--- src/design/scid_defines.svh ---
// Constants for the servo control input decoder: offsets, fields, resets.
// Assumes inclusion by bare name from every file that needs them.
`ifndef SCID_DEFINES_SVH
`define SCID_DEFINES_SVH
`define SCID_AW 8
`define SCID_NPARAM 8
`define SCID_IDX_SETUP 3'h0
`define SCID_IDX_FUNC 3'h1
`define SCID_IDX_LOCK 3'h2
`define SCID_IDX_FLIM 3'h3
`define SCID_IDX_RLIM 3'h4
`define SCID_IDX_ISP1 3'h5
`define SCID_IDX_ISP2 3'h6
`define SCID_IDX_ISP3 3'h7
`define SCID_IDX_STATUS 6'h08
`define SCID_PARAM_RST 16'h0000
`define SCID_SU_BYPASS 0
`define SCID_SU_FWD_OFF 2
`define SCID_SU_REV_OFF 3
`define SCID_SU_STOP_A 6
`define SCID_SU_STOP_B 8
`define SCID_SU_STOP_C 9
`define SCID_FN_SPEED 4'h0
`define SCID_FN_POS 4'h1
`define SCID_FN_TORQUE 4'h2
`define SCID_FN_IS_LO 4'h3
`define SCID_FN_IS_GAIN 4'h5
`define SCID_FN_IS_HI 4'h6
`define SCID_FN_PS 4'h7
`define SCID_FN_PT 4'h8
`define SCID_FN_ST 4'h9
`define SCID_FN_LOCK 4'ha
`define SCID_FN_INHIB 4'hb
`define SCID_IN_W 8
`define SCID_IN_RUN 0
`define SCID_IN_MFI 1
`define SCID_IN_FWD 2
`define SCID_IN_REV 3
`define SCID_IN_SPA 4
`define SCID_IN_SPB 5
`define SCID_IN_EREQ 6
`define SCID_IN_ARST 7
`define SCID_RESP_OK 2'h0
`define SCID_RESP_ERR 2'h2
`endif

--- src/design/scid_pkg.sv ---
// Types shared by the servo control input decoder.
// Assumes nothing of its surroundings.
package scid_pkg;
  typedef enum logic [1:0] {
    SCID_MODE_SPEED = 2'h0,
    SCID_MODE_POS = 2'h1,
    SCID_MODE_TORQUE = 2'h2
  } scid_mode_t;
endpackage : scid_pkg

--- src/design/scid_sync.sv ---
// Two-stage synchroniser for the control input pins.
// Assumes pins are asynchronous to sys_clk.
`timescale 1ns/1ps
`default_nettype none
`include "scid_defines.svh"
module scid_sync (
  input wire logic sys_clk,
  input wire logic srst,
  input wire logic [`SCID_IN_W-1:0] pin_raw,
  output logic [`SCID_IN_W-1:0] pin_sync
);
  genvar i;
  for (i = 0; i < `SCID_IN_W; i = i + 1) begin : g_bit
    logic meta_q;
    logic meta_d;
    logic sync_q;
    logic sync_d;
    always_comb begin
      meta_d = pin_raw[i];
      sync_d = meta_q;
    end
    always_ff @(posedge sys_clk) begin
      if (srst) begin
        meta_q <= 1'b0;
        sync_q <= 1'b0;
      end else begin
        meta_q <= meta_d;
        sync_q <= sync_d;
      end
    end
    assign pin_sync[i] = sync_q;
  end
endmodule : scid_sync
`default_nettype wire

--- src/design/scid_top.sv ---
// Servo control input decoder: pin decode, encoder supply, AXI4-Lite regs.
// Assumes motor_speed and encoder_ready come from logic on sys_clk.
`timescale 1ns/1ps
`default_nettype none
`include "scid_defines.svh"
module scid_top (
  input wire logic sys_clk,
  input wire logic srst,
  input wire logic [`SCID_AW-1:0] s_axi_awaddr,
  input wire logic s_axi_awvalid,
  output logic s_axi_awready,
  input wire logic [31:0] s_axi_wdata,
  input wire logic [3:0] s_axi_wstrb,
  input wire logic s_axi_wvalid,
  output logic s_axi_wready,
  output logic [1:0] s_axi_bresp,
  output logic s_axi_bvalid,
  input wire logic s_axi_bready,
  input wire logic [`SCID_AW-1:0] s_axi_araddr,
  input wire logic s_axi_arvalid,
  output logic s_axi_arready,
  output logic [31:0] s_axi_rdata,
  output logic [1:0] s_axi_rresp,
  output logic s_axi_rvalid,
  input wire logic s_axi_rready,
  input wire logic run_in,
  input wire logic multi_function_in,
  input wire logic forward_drive_prohibit,
  input wire logic reverse_drive_prohibit,
  input wire logic forward_current_limit_in,
  input wire logic reverse_current_limit_in,
  input wire logic encoder_power_request,
  input wire logic alarm_reset_in,
  input wire logic [15:0] motor_speed,
  input wire logic encoder_ready,
  output logic servo_power_en,
  output logic encoder_supply_en,
  output logic gain_reduce,
  output logic hold_position,
  output logic pulse_inhibit,
  output logic [1:0] control_mode,
  output logic internal_speed_en,
  output logic internal_speed_reverse,
  output logic [15:0] internal_speed,
  output logic fwd_current_limit_en,
  output logic rev_current_limit_en,
  output logic [15:0] fwd_current_limit,
  output logic [15:0] rev_current_limit,
  output logic fwd_drive_permit,
  output logic rev_drive_permit,
  output logic [2:0] overtravel_stop_cfg,
  output logic alarm_clear
);
  logic [`SCID_IN_W-1:0] sy;
  scid_sync u_sync (
    .sys_clk(sys_clk),
    .srst(srst),
    .pin_raw({alarm_reset_in, encoder_power_request, reverse_current_limit_in,
              forward_current_limit_in, reverse_drive_prohibit,
              forward_drive_prohibit, multi_function_in, run_in}),
    .pin_sync(sy)
  );

  // Parameter store
  logic [15:0] param_q [`SCID_NPARAM];
  logic [15:0] param_d [`SCID_NPARAM];
  logic [15:0] setup_q;
  logic [3:0] fn;
  assign setup_q = param_q[`SCID_IDX_SETUP];
  assign fn = param_q[`SCID_IDX_FUNC][3:0];

  // Decode state
  logic servo_q, servo_d, enc_q, enc_d, gain_q, gain_d, hold_q, hold_d;
  logic inhib_q, inhib_d, isen_q, isen_d, dir_q, dir_d;
  logic fcl_q, fcl_d, rcl_q, rcl_d, fperm_q, fperm_d, rperm_q, rperm_d;
  logic aclr_q, aclr_d, ereq_prev_q, arst_prev_q;
  logic [1:0] mode_q, mode_d;
  logic [15:0] ispd_q, ispd_d;
  logic [2:0] stop_q, stop_d;
  logic run_eff, mfi, spa, spb, any_sel, is_rng, ereq_rise, ereq_fall, lock_c;
  scid_pkg::scid_mode_t mode_c;

  always_comb begin
    mfi = sy[`SCID_IN_MFI];
    spa = sy[`SCID_IN_SPA];
    spb = sy[`SCID_IN_SPB];
    any_sel = spa | spb;
    is_rng = (fn >= `SCID_FN_IS_LO) && (fn <= `SCID_FN_IS_HI);
    run_eff = setup_q[`SCID_SU_BYPASS] | sy[`SCID_IN_RUN];
    lock_c = (fn == `SCID_FN_LOCK) && mfi
             && (motor_speed < param_q[`SCID_IDX_LOCK]);
    gain_d = mfi && ((fn == `SCID_FN_SPEED) || (fn == `SCID_FN_POS)
             || ((fn >= `SCID_FN_IS_LO) && (fn <= `SCID_FN_IS_GAIN) && !any_sel));
    unique case (fn)
      `SCID_FN_POS: mode_c = scid_pkg::SCID_MODE_POS;
      `SCID_FN_TORQUE: mode_c = scid_pkg::SCID_MODE_TORQUE;
      `SCID_FN_PS: mode_c = mfi ? scid_pkg::SCID_MODE_SPEED
                                : scid_pkg::SCID_MODE_POS;
      `SCID_FN_PT: mode_c = mfi ? scid_pkg::SCID_MODE_TORQUE
                                : scid_pkg::SCID_MODE_POS;
      `SCID_FN_ST: mode_c = mfi ? scid_pkg::SCID_MODE_SPEED
                                : scid_pkg::SCID_MODE_TORQUE;
      `SCID_FN_LOCK: mode_c = lock_c ? scid_pkg::SCID_MODE_POS
                                     : scid_pkg::SCID_MODE_SPEED;
      `SCID_FN_INHIB: mode_c = scid_pkg::SCID_MODE_POS;
      default: mode_c = scid_pkg::SCID_MODE_SPEED;
    endcase
    mode_d = mode_c;
    inhib_d = (fn == `SCID_FN_INHIB) && mfi;
    hold_d = lock_c || inhib_d;
    isen_d = is_rng && any_sel;
    dir_d = is_rng && any_sel && mfi;
    unique case ({spb, spa})
      2'b01: ispd_d = param_q[`SCID_IDX_ISP1];
      2'b10: ispd_d = param_q[`SCID_IDX_ISP2];
      2'b11: ispd_d = param_q[`SCID_IDX_ISP3];
      default: ispd_d = 16'h0000;
    endcase
    if (!is_rng) begin
      ispd_d = 16'h0000;
    end
    fcl_d = !is_rng && spa;
    rcl_d = !is_rng && spb;
    fperm_d = setup_q[`SCID_SU_FWD_OFF] | sy[`SCID_IN_FWD];
    rperm_d = setup_q[`SCID_SU_REV_OFF] | sy[`SCID_IN_REV];
    stop_d = {setup_q[`SCID_SU_STOP_C],
              (mode_c == scid_pkg::SCID_MODE_TORQUE) ? 1'b0
                                                     : setup_q[`SCID_SU_STOP_B],
              setup_q[`SCID_SU_STOP_A]};
    ereq_rise = sy[`SCID_IN_EREQ] && !ereq_prev_q;
    ereq_fall = !sy[`SCID_IN_EREQ] && ereq_prev_q;
    // Rising request wins over any simultaneous cut
    enc_d = ereq_rise || (enc_q && !(ereq_fall && !servo_q && !run_eff));
    servo_d = run_eff && sy[`SCID_IN_EREQ] && enc_q && encoder_ready;
    aclr_d = sy[`SCID_IN_ARST] && !arst_prev_q;
  end

  always_ff @(posedge sys_clk) begin
    if (srst) begin
      servo_q <= 1'b0;
      enc_q <= 1'b0;
      gain_q <= 1'b0;
      hold_q <= 1'b0;
      inhib_q <= 1'b0;
      isen_q <= 1'b0;
      dir_q <= 1'b0;
      fcl_q <= 1'b0;
      rcl_q <= 1'b0;
      fperm_q <= 1'b0;
      rperm_q <= 1'b0;
      aclr_q <= 1'b0;
      ereq_prev_q <= 1'b0;
      arst_prev_q <= 1'b0;
      mode_q <= scid_pkg::SCID_MODE_SPEED;
      ispd_q <= 16'h0000;
      stop_q <= 3'h0;
    end else begin
      servo_q <= servo_d;
      enc_q <= enc_d;
      gain_q <= gain_d;
      hold_q <= hold_d;
      inhib_q <= inhib_d;
      isen_q <= isen_d;
      dir_q <= dir_d;
      fcl_q <= fcl_d;
      rcl_q <= rcl_d;
      fperm_q <= fperm_d;
      rperm_q <= rperm_d;
      aclr_q <= aclr_d;
      ereq_prev_q <= sy[`SCID_IN_EREQ];
      arst_prev_q <= sy[`SCID_IN_ARST];
      mode_q <= mode_d;
      ispd_q <= ispd_d;
      stop_q <= stop_d;
    end
  end

  assign servo_power_en = servo_q;
  assign encoder_supply_en = enc_q;
  assign gain_reduce = gain_q;
  assign hold_position = hold_q;
  assign pulse_inhibit = inhib_q;
  assign control_mode = mode_q;
  assign internal_speed_en = isen_q;
  assign internal_speed_reverse = dir_q;
  assign internal_speed = ispd_q;
  assign fwd_current_limit_en = fcl_q;
  assign rev_current_limit_en = rcl_q;
  assign fwd_current_limit = param_q[`SCID_IDX_FLIM];
  assign rev_current_limit = param_q[`SCID_IDX_RLIM];
  assign fwd_drive_permit = fperm_q;
  assign rev_drive_permit = rperm_q;
  assign overtravel_stop_cfg = stop_q;
  assign alarm_clear = aclr_q;

  // AXI4-Lite slave
  logic aw_have_q, aw_have_d, w_have_q, w_have_d, bvalid_q, bvalid_d;
  logic awrdy_q, awrdy_d, wrdy_q, wrdy_d, arrdy_q, arrdy_d, rvalid_q, rvalid_d;
  logic [5:0] aw_idx_q, aw_idx_d;
  logic [31:0] wdata_q, wdata_d, rdata_q, rdata_d;
  logic [3:0] wstrb_q, wstrb_d;
  logic [1:0] bresp_q, bresp_d, rresp_q, rresp_d;
  logic [5:0] ar_idx;
  logic [31:0] status_w;

  always_comb begin
    status_w = {21'h00_0000, dir_q, isen_q, rperm_q, fperm_q, inhib_q,
                hold_q, gain_q, mode_q, enc_q, servo_q};
    ar_idx = s_axi_araddr[`SCID_AW-1:2];
    for (int k = 0; k < `SCID_NPARAM; k++) begin
      param_d[k] = param_q[k];
    end
    aw_have_d = aw_have_q;
    w_have_d = w_have_q;
    aw_idx_d = aw_idx_q;
    wdata_d = wdata_q;
    wstrb_d = wstrb_q;
    bvalid_d = bvalid_q;
    bresp_d = bresp_q;
    rvalid_d = rvalid_q;
    rdata_d = rdata_q;
    rresp_d = rresp_q;
    if (s_axi_awvalid && awrdy_q) begin
      aw_have_d = 1'b1;
      aw_idx_d = s_axi_awaddr[`SCID_AW-1:2];
    end
    if (s_axi_wvalid && wrdy_q) begin
      w_have_d = 1'b1;
      wdata_d = s_axi_wdata;
      wstrb_d = s_axi_wstrb;
    end
    if (bvalid_q && s_axi_bready) begin
      bvalid_d = 1'b0;
    end
    if (aw_have_q && w_have_q && !bvalid_q) begin
      aw_have_d = 1'b0;
      w_have_d = 1'b0;
      bvalid_d = 1'b1;
      bresp_d = `SCID_RESP_OK;
      if (aw_idx_q < `SCID_NPARAM) begin
        for (int b = 0; b < 2; b++) begin
          if (wstrb_q[b]) begin
            param_d[aw_idx_q[2:0]][8*b +: 8] = wdata_q[8*b +: 8];
          end
        end
      end else if (aw_idx_q != `SCID_IDX_STATUS) begin
        bresp_d = `SCID_RESP_ERR;
      end
    end
    awrdy_d = !aw_have_d && !bvalid_d;
    wrdy_d = !w_have_d && !bvalid_d;
    if (rvalid_q && s_axi_rready) begin
      rvalid_d = 1'b0;
    end
    if (s_axi_arvalid && arrdy_q) begin
      rvalid_d = 1'b1;
      rresp_d = `SCID_RESP_OK;
      if (ar_idx < `SCID_NPARAM) begin
        rdata_d = {16'h0000, param_q[ar_idx[2:0]]};
      end else if (ar_idx == `SCID_IDX_STATUS) begin
        rdata_d = status_w;
      end else begin
        rdata_d = 32'h0000_0000;
        rresp_d = `SCID_RESP_ERR;
      end
    end
    arrdy_d = !rvalid_d;
  end

  always_ff @(posedge sys_clk) begin
    if (srst) begin
      for (int k = 0; k < `SCID_NPARAM; k++) begin
        param_q[k] <= `SCID_PARAM_RST;
      end
      aw_have_q <= 1'b0;
      w_have_q <= 1'b0;
      aw_idx_q <= 6'h00;
      wdata_q <= 32'h0000_0000;
      wstrb_q <= 4'h0;
      bvalid_q <= 1'b0;
      bresp_q <= `SCID_RESP_OK;
      awrdy_q <= 1'b0;
      wrdy_q <= 1'b0;
      arrdy_q <= 1'b0;
      rvalid_q <= 1'b0;
      rdata_q <= 32'h0000_0000;
      rresp_q <= `SCID_RESP_OK;
    end else begin
      param_q <= param_d;
      aw_have_q <= aw_have_d;
      w_have_q <= w_have_d;
      aw_idx_q <= aw_idx_d;
      wdata_q <= wdata_d;
      wstrb_q <= wstrb_d;
      bvalid_q <= bvalid_d;
      bresp_q <= bresp_d;
      awrdy_q <= awrdy_d;
      wrdy_q <= wrdy_d;
      arrdy_q <= arrdy_d;
      rvalid_q <= rvalid_d;
      rdata_q <= rdata_d;
      rresp_q <= rresp_d;
    end
  end

  assign s_axi_awready = awrdy_q;
  assign s_axi_wready = wrdy_q;
  assign s_axi_bvalid = bvalid_q;
  assign s_axi_bresp = bresp_q;
  assign s_axi_arready = arrdy_q;
  assign s_axi_rvalid = rvalid_q;
  assign s_axi_rdata = rdata_q;
  assign s_axi_rresp = rresp_q;
endmodule : scid_top
`default_nettype wire

--- config.mk ---
export PLATFORM = sky130hd
export DESIGN_NAME = scid_top
export DESIGN_NICKNAME = d
export VERILOG_FILES = /design/src/design/scid_pkg.sv /design/src/design/scid_sync.sv /design/src/design/scid_top.sv
export VERILOG_INCLUDE_DIRS = /design/src /design/src/design
export SDC_FILE = /design/constraint.sdc
export NUM_CORES = 1
export LEC_CHECK = 0
export BUFFER_PORTS_ARGS = -buffer_cell sky130_fd_sc_hd__buf_2
export CAP_MARGIN = 15
export CORE_MARGIN = 1.5
export CORE_UTILIZATION = 40
export CTS_BUF_LIST = sky130_fd_sc_hd__clkbuf_4 sky130_fd_sc_hd__clkbuf_8
export CTS_CLUSTER_DIAMETER = 30
export DETAILED_ROUTE_END_ITERATION = 10
export SYNTH_ARGS = -nofsm -noshare
export SYNTH_HDL_FRONTEND = slang
export SYNTH_SLANG_ARGS = --single-unit
--- constraint.sdc ---
create_clock -name sys_clk -period 3.02 [get_ports sys_clk]
set_clock_uncertainty 0.15 [all_clocks]
set_input_delay 0.302 -clock sys_clk [delete_from_list [all_inputs] [get_ports sys_clk]]
set_output_delay 0.302 -clock sys_clk [all_outputs]
set_load 0.005 [all_outputs]
# Word-level counts from Yosys, hierarchy flattened
# Cells that the tools add are included.
# word_totals
wordCells	169
in_bits	84
reg_bits	246
# classes
n_eq_ne	13
n_lt_le_gt_ge	9
muxes	33
n_bitwise	7
n_reduce_logical	52
# ops
operator	count
$mux W128	4
$bwmux W128	2
$demux W16 S3	2
$mux W16	4
$bmux W16 S3	1
$pmux W16 S3	1
$logic_and A1 B1 Y1	30
$eq A4 B4 Y1 const B	4
$lt A16 B16 Y1	1
$logic_not A1 Y1	13
$lt A6 B4 Y1 const B	2
$mux W2	6
$pmux W2 S6	1
$mux W11	1
$mux W1	10
$ge A4 B4 Y1 const B	2
$le A4 B3 Y1 const B	2
$mux W8	1
$not A3 Y4	2
$eq A2 B2 Y1 const B	3
$eq A6 B4 Y1 const B	1
$ne A6 B4 Y1 const B	1
$reduce_or A2 Y1	3
$eq A4 B1 Y1 const B	1
10 further kinds	16

# Depth between registers and ports, before layout
# logic_depth
word_depth	11
depth_mapped	8

# Cells and area by module
# From an unflattened synthesis, not the netlist that was laid out.
# unflattened
cells_unflattened	1046
hier_area_um2	10187.3
# modules_own_cells
mod	n_inst	area_each_um2	seq_area_each_um2	cells_each
scid_top	1	9663.0	4244.1	1005
scid_sync	1	524.3	320.3	41

# Worst setup path after synthesis
# No wires, ideal clock.
# synth_path
path_kind	register to register
start	register param_q[95] in the netlist's numbering
end	register mode_q[0] (netlist: control_mode[0])
slack_ps	1018
required_time_ps	2791
n_path_buf	0
stages_incl_launch_ff	7
t_arrival_ps	1772
cell_sequence	dfxtp_1 inv_1 ha_1 a2111oi_2 o21ai_1 or4_4 a211oi_2
# synth_via
elab_chain_cells	4
# synth_lines
item	line	source
from (decl)	scid_top.sv:65	logic [15:0] param_q [`SCID_NPARAM];
from (signal, indexed assignment)	scid_top.sv:273	param_q[k] <= `SCID_PARAM_RST;
from (signal assigned)	scid_top.sv:289	param_q <= param_d;
$lt A16 B16 Y1	scid_top.sv:91	&& (motor_speed < param_q[`SCID_IDX_LOCK]);
$logic_and A1 B1 Y1	scid_top.sv:90	lock_c = (fn == `SCID_FN_LOCK) && mfi
$mux W1	scid_top.sv:103	`SCID_FN_LOCK: mode_c = lock_c ? scid_pkg::SCID_MODE_POS
$pmux W2 S6	scid_top.sv:94	unique case (fn)
to (signal assigned)	scid_top.sv:154	mode_q <= scid_pkg::SCID_MODE_SPEED;
to (signal assigned)	scid_top.sv:172	mode_q <= mode_d;
to (decl)	scid_top.sv:77	logic [1:0] mode_q, mode_d;
# Every way passes these cells.
# A chain may end at the register's enable or synchronous reset.

# Worst setup path after layout
# layout_path
start	register w_have_q
end	register param_q[28] in the netlist's numbering
# layout_via
elab_chain_cells	3
# layout_lines
item	line	source
from (decl)	scid_top.sv:197	logic aw_have_q, aw_have_d, w_have_q, w_have_d, bvalid_q, bvalid_d;
from (signal assigned)	scid_top.sv:291	w_have_q <= w_have_d;
$logic_and A1 B1 Y1 (2 in series)	scid_top.sv:235	if (aw_have_q && w_have_q && !bvalid_q) begin
$reduce_and A2 Y1 (no line)	--	
# Every way passes these cells.

==> results.py <==
metrics = {
    "critical_path": {
        "reg2reg_to": "param_q[28]",
        "setup.worst_path.start_class": "flop",
        "cp.arrival_ps": 2660,
        "r2r.worst_path.cells": 5,
        "timing.critical_path.to_type": "flop",
        "required_ps": 3290,
        "critical_path.reg2reg.startpoint": "w_have_q",
        "worst-r2r-setup-slack_ps": 630,
        "critPathKind": "reg -> reg",
        "largest_fanout_of_any_net_on_the_critical_path": 8,
    },
    "global_routing": {
        "grt_remaining_overflow": 0,
        "globalRouteTotalUtil": 0.210,
        "first_pass_grt_wire_length_mm": 42.6,
        "grt_max_degree": 134,
        "antenna_found_initial": 0,
        "grt_pass1_vias": 7644,
    },
    "sta": {
        "max-slew-margin-rel": 0.353,
        "fin_crit_ps": 2390,
        "max_freq_ghz": 0.418,
        "finalSetupTns_ps": 0,
        "worst-slew-pin-transition_ps": 971,
        "finalSetupViolCount": 0,
        "grt_setup_unrepaired": "false",
        "maxSlewViolCount": 0,
        "final_min_period_over_clock_period": 0.792,
        "finalHoldViolCount": 0,
    },
    "synth": {
        "synthDominantCellAreaShare": 0.452,
        "synth_enable_flop_cells": 0,
        "ys_ff_latch": 228,
        "synth_seq_area_share": 0.452,
        "netlist_area_sq_um": 10100,
        "synth.largest_area_cell": "sky130_fd_sc_hd__dfxtp_1",
        "post_synth_main_area_contributors": "sky130_fd_sc_hd__dfxtp_1, sky130_fd_sc_hd__mux2i_1, sky130_fd_sc_hd__mux4_2, sky130_fd_sc_hd__nor2_1, sky130_fd_sc_hd__buf_4",
        "synth_area_per_cell_sq_um": 9.79,
        "async_reset_ff_frac": 0,
        "ys_warn_count": 0,
        "yosysUniqueCellTypes": 56,
        "synthCells": 1031,
        "postSynth.topFlopCell": "sky130_fd_sc_hd__dfxtp_1",
    },
    "clocking": {
        "clock-sinks": 228,
        "clock_tree.htree_level_count": 2,
        "clkLatencyLatePin_ps": 550,
        "cts_buffer_depth": 3,
        "path_clk_slew_ps": 60,
        "cts_tree": "built",
        "cts-root-buf": "sky130_fd_sc_hd__clkbuf_8",
        "ctsResizeCount": 0,
        "number_of_buffers_created_by_cts": 47,
    },
    "routing": {
        "wire_per_inst_microns": 18.0,
        "first_pass_iters": 5,
        "route.detailed.vias_per_inst": 5.03,
        "route.final.wire_length_mm": 27.6,
        "wl_met1_mm": 12.1,
        "antenna_violating_nets_post_route": 0,
        "drt_first_iter_violations": 483,
        "wl_met2_mm": 13.6,
        "dr_wl_met3_mm": 1.36,
        "detail_route.drc_violations": 0,
        "vias": 7710,
        "highest_layer": "met4",
    },
    "floorplanning": {
        "number_of_rows_created_at_floorplan": 57,
        "die_height_microns": 162,
        "fp.dieW_microns": 162,
        "core_area_sq_um": 24500,
        "pin_count": 190,
        "die_area_sq_um": 26200,
        "start_util": 0.412,
    },
    "final_layout": {
        "nNetsFinal": 1271,
        "n_antenna_cell": 0,
        "synthToLayoutAreaGrowth_pct": 23.4,
        "final-instance-count-excl-fill": 1533,
        "final_layout_size_suffix_gt1_frac": 0.271,
    },
    "status": {
        "outcome": "completed",
    },
    "power": {
        "p_total_w": 0.00777,
        "power.leakage_nw": 5.40,
        "peakVddDrop_uv": 356,
        "power_per_cell_area_nw_per_um2": 624,
    },
    "worst_hold_path": {
        "worstHoldEndpoint": "u_sync.g_bit[7].sync_q",
        "worstHoldPathType": "in -> reg",
        "timing.hold.worst.start": "srst",
        "hold-path-cell-count": 2,
    },
    "flow_run": {
        "drv.max_cap_violation_count": 0,
    },
    "placed_design": {
        "hpwl_mm": 18.4,
        "buffers_on_ports": 149,
        "placedCellCount": 1405,
        "place_congestion": 0.790,
    },
}
worst max-delay path by stage:
stage           startpoint               to  slack [ps]  cells past startpoint
5_1_grt           w_have_q      param_q[28]         460                      5
3_3_place_gp      w_have_q      param_q[31]         610                      5
3_5_place_dp      w_have_q      param_q[29]         580                      5
6_report          w_have_q      param_q[28]         630                      5
2_1_floorplan  param_q[95]  control_mode[0]        1020                      6
4_1_cts           w_have_q      param_q[29]         600                      5
stage by stage:
| step | utilization | hold WS [ps] | cell area, sq um | setup slack [ps] |
|---|---|---|---|---|
| 2_1_floorplan | - | 217 | 10200 | 1020 |
| 3_3_place_gp | 0.438 | 222 | 10800 | 613 |
| 3_5_place_dp | 0.438 | 222 | 10800 | 580 |
| 4_1_cts | 0.508 | 43.3 | 12500 | 601 |
| 5_1_grt | 0.508 | 61.9 | 12500 | 462 |
| 6_report | 0.508 | 43.9 | 12500 | 627 |
flip-flops by register name, indices dropped and copies added (netlist names), 2 cells and up:
name and flops:
param_q 76, fwd_current_limit 16, internal_speed 16, rev_current_limit 16, s_axi_rdata 16, setup_q 16
wdata_q 16, u_sync.g_bit.meta_q 8, u_sync.g_bit.sync_q 8, aw_idx_q 6, fn 4, overtravel_stop_cfg 3
control_mode 2, wstrb_q 2
cell type report:
class / instances / area [sq um]
multi-input cells: 667 / 4800
clock inverters: 17 / 390
well taps: 324 / 405
flip-flops and latches: 228 / 4560
inverters: 22 / 82.6
fillers: 2288 / 12100
clock buffers: 69 / 893
repair buffers: 206 / 1320
what timing repair did:
action,CTS,global route
hold buffers,42,0
setup endpoints to repair,0,0
buffers inserted,0,0
hold endpoints to repair,39,0
cells by family after synthesis:
group                      count (synthesis)  share of synthesized area
and+or+nand+nor                          346                      0.161
other                                      1                   0.000371
adders and majority gates                 15                     0.0186
DFF                                      228                      0.452
buffers and inverters                    153                     0.0792
muxes                                    185                      0.226
xor gates and xnor gates                   1                   0.000868
AOI/OAI and AO/OA                        102                     0.0618
report_power, final:
group	leakage [nW]	internal [W]	total (W)	switching, W
logic	2.91	0.000155	0.000357	0.000202
clock network	0.654	0.00293	0.00431	0.00138
registers	1.84	0.00305	0.00311	0.0000569
cell usage in the layout (no fill, tap or decap), drive strengths merged, types with 2 or more instances in the layout:
master / Yosys / final
a31oi: 7 / 7
nor3: 16 / 16
and3b: 2 / 2
a22oi: 21 / 21
and2: 6 / 6
clkinv: 0 / 3
nand3b: 4 / 4
dlygate4sd3: 0 / 42
buf: 72 / 164
mux2: 27 / 27
ha: 15 / 15
clkbuf: 59 / 69
inv: 22 / 22
nand3: 19 / 19
or4: 2 / 2
mux2i: 126 / 126
a21o: 2 / 2
dfxtp: 228 / 228
nand2: 74 / 74
a211oi: 8 / 8
o21ai: 14 / 14
nor2: 175 / 175
nand4b: 2 / 2
bufinv: 0 / 12
clkinvlp: 0 / 2
or3: 2 / 2
nor3b: 4 / 4
nor4: 2 / 2
a21oi: 46 / 46
nand4: 6 / 6
nor2b: 26 / 26
conb: 1 / 18
mux4: 32 / 32
worst max-delay path, stage by stage (launching register included):
cell	delay, ps
sky130_fd_sc_hd__dfxtp_1	370
sky130_fd_sc_hd__and3b_1	330
sky130_fd_sc_hd__and3_1	490
sky130_fd_sc_hd__and4b_1	620
sky130_fd_sc_hd__mux2i_1	250
sky130_fd_sc_hd__nor2_1	50
cell usage after synthesis (2+ instances only):
| master | instances |
|---|---|
| sky130_fd_sc_hd__dfxtp_1 | 228 |
| sky130_fd_sc_hd__or3_1 | 2 |
| sky130_fd_sc_hd__nand3_2 | 2 |
| sky130_fd_sc_hd__buf_2 | 11 |
| sky130_fd_sc_hd__nor2_2 | 2 |
| sky130_fd_sc_hd__nand2_1 | 72 |
| sky130_fd_sc_hd__a31oi_1 | 7 |
| sky130_fd_sc_hd__buf_1 | 5 |
| sky130_fd_sc_hd__nor3_2 | 2 |
| sky130_fd_sc_hd__nand4_1 | 3 |
| sky130_fd_sc_hd__nor2b_1 | 26 |
| sky130_fd_sc_hd__a21o_1 | 2 |
| sky130_fd_sc_hd__nand3_1 | 17 |
| sky130_fd_sc_hd__o21ai_0 | 13 |
| sky130_fd_sc_hd__nor3b_1 | 4 |
| sky130_fd_sc_hd__mux4_2 | 32 |
| sky130_fd_sc_hd__ha_1 | 15 |
| sky130_fd_sc_hd__nor3_1 | 13 |
| sky130_fd_sc_hd__a211oi_1 | 7 |
| sky130_fd_sc_hd__nor2_1 | 172 |
| sky130_fd_sc_hd__nor4_1 | 2 |
| sky130_fd_sc_hd__and3b_1 | 2 |
| sky130_fd_sc_hd__mux2i_1 | 126 |
| sky130_fd_sc_hd__buf_4 | 56 |
| sky130_fd_sc_hd__clkbuf_1 | 58 |
| sky130_fd_sc_hd__nand4_2 | 3 |
| sky130_fd_sc_hd__nand3b_1 | 3 |
| sky130_fd_sc_hd__inv_1 | 22 |
| sky130_fd_sc_hd__a21oi_1 | 46 |
| sky130_fd_sc_hd__mux2_2 | 27 |
| sky130_fd_sc_hd__a22oi_1 | 21 |
| sky130_fd_sc_hd__and2_1 | 5 |
| sky130_fd_sc_hd__nand2_2 | 2 |
per-layer routing:
| layer | up-vias | global-route usage |
|---|---|---|
| met5 | - | 0 |
| met4 | 0 | 0.0655 |
| met3 | 40 | 0.0342 |
| met2 | 224 | 0.360 |
| met1 | 3687 | 0.271 |
| li1 | 3759 | - |
No activity file was read; power rests on OpenSTA's default activity.
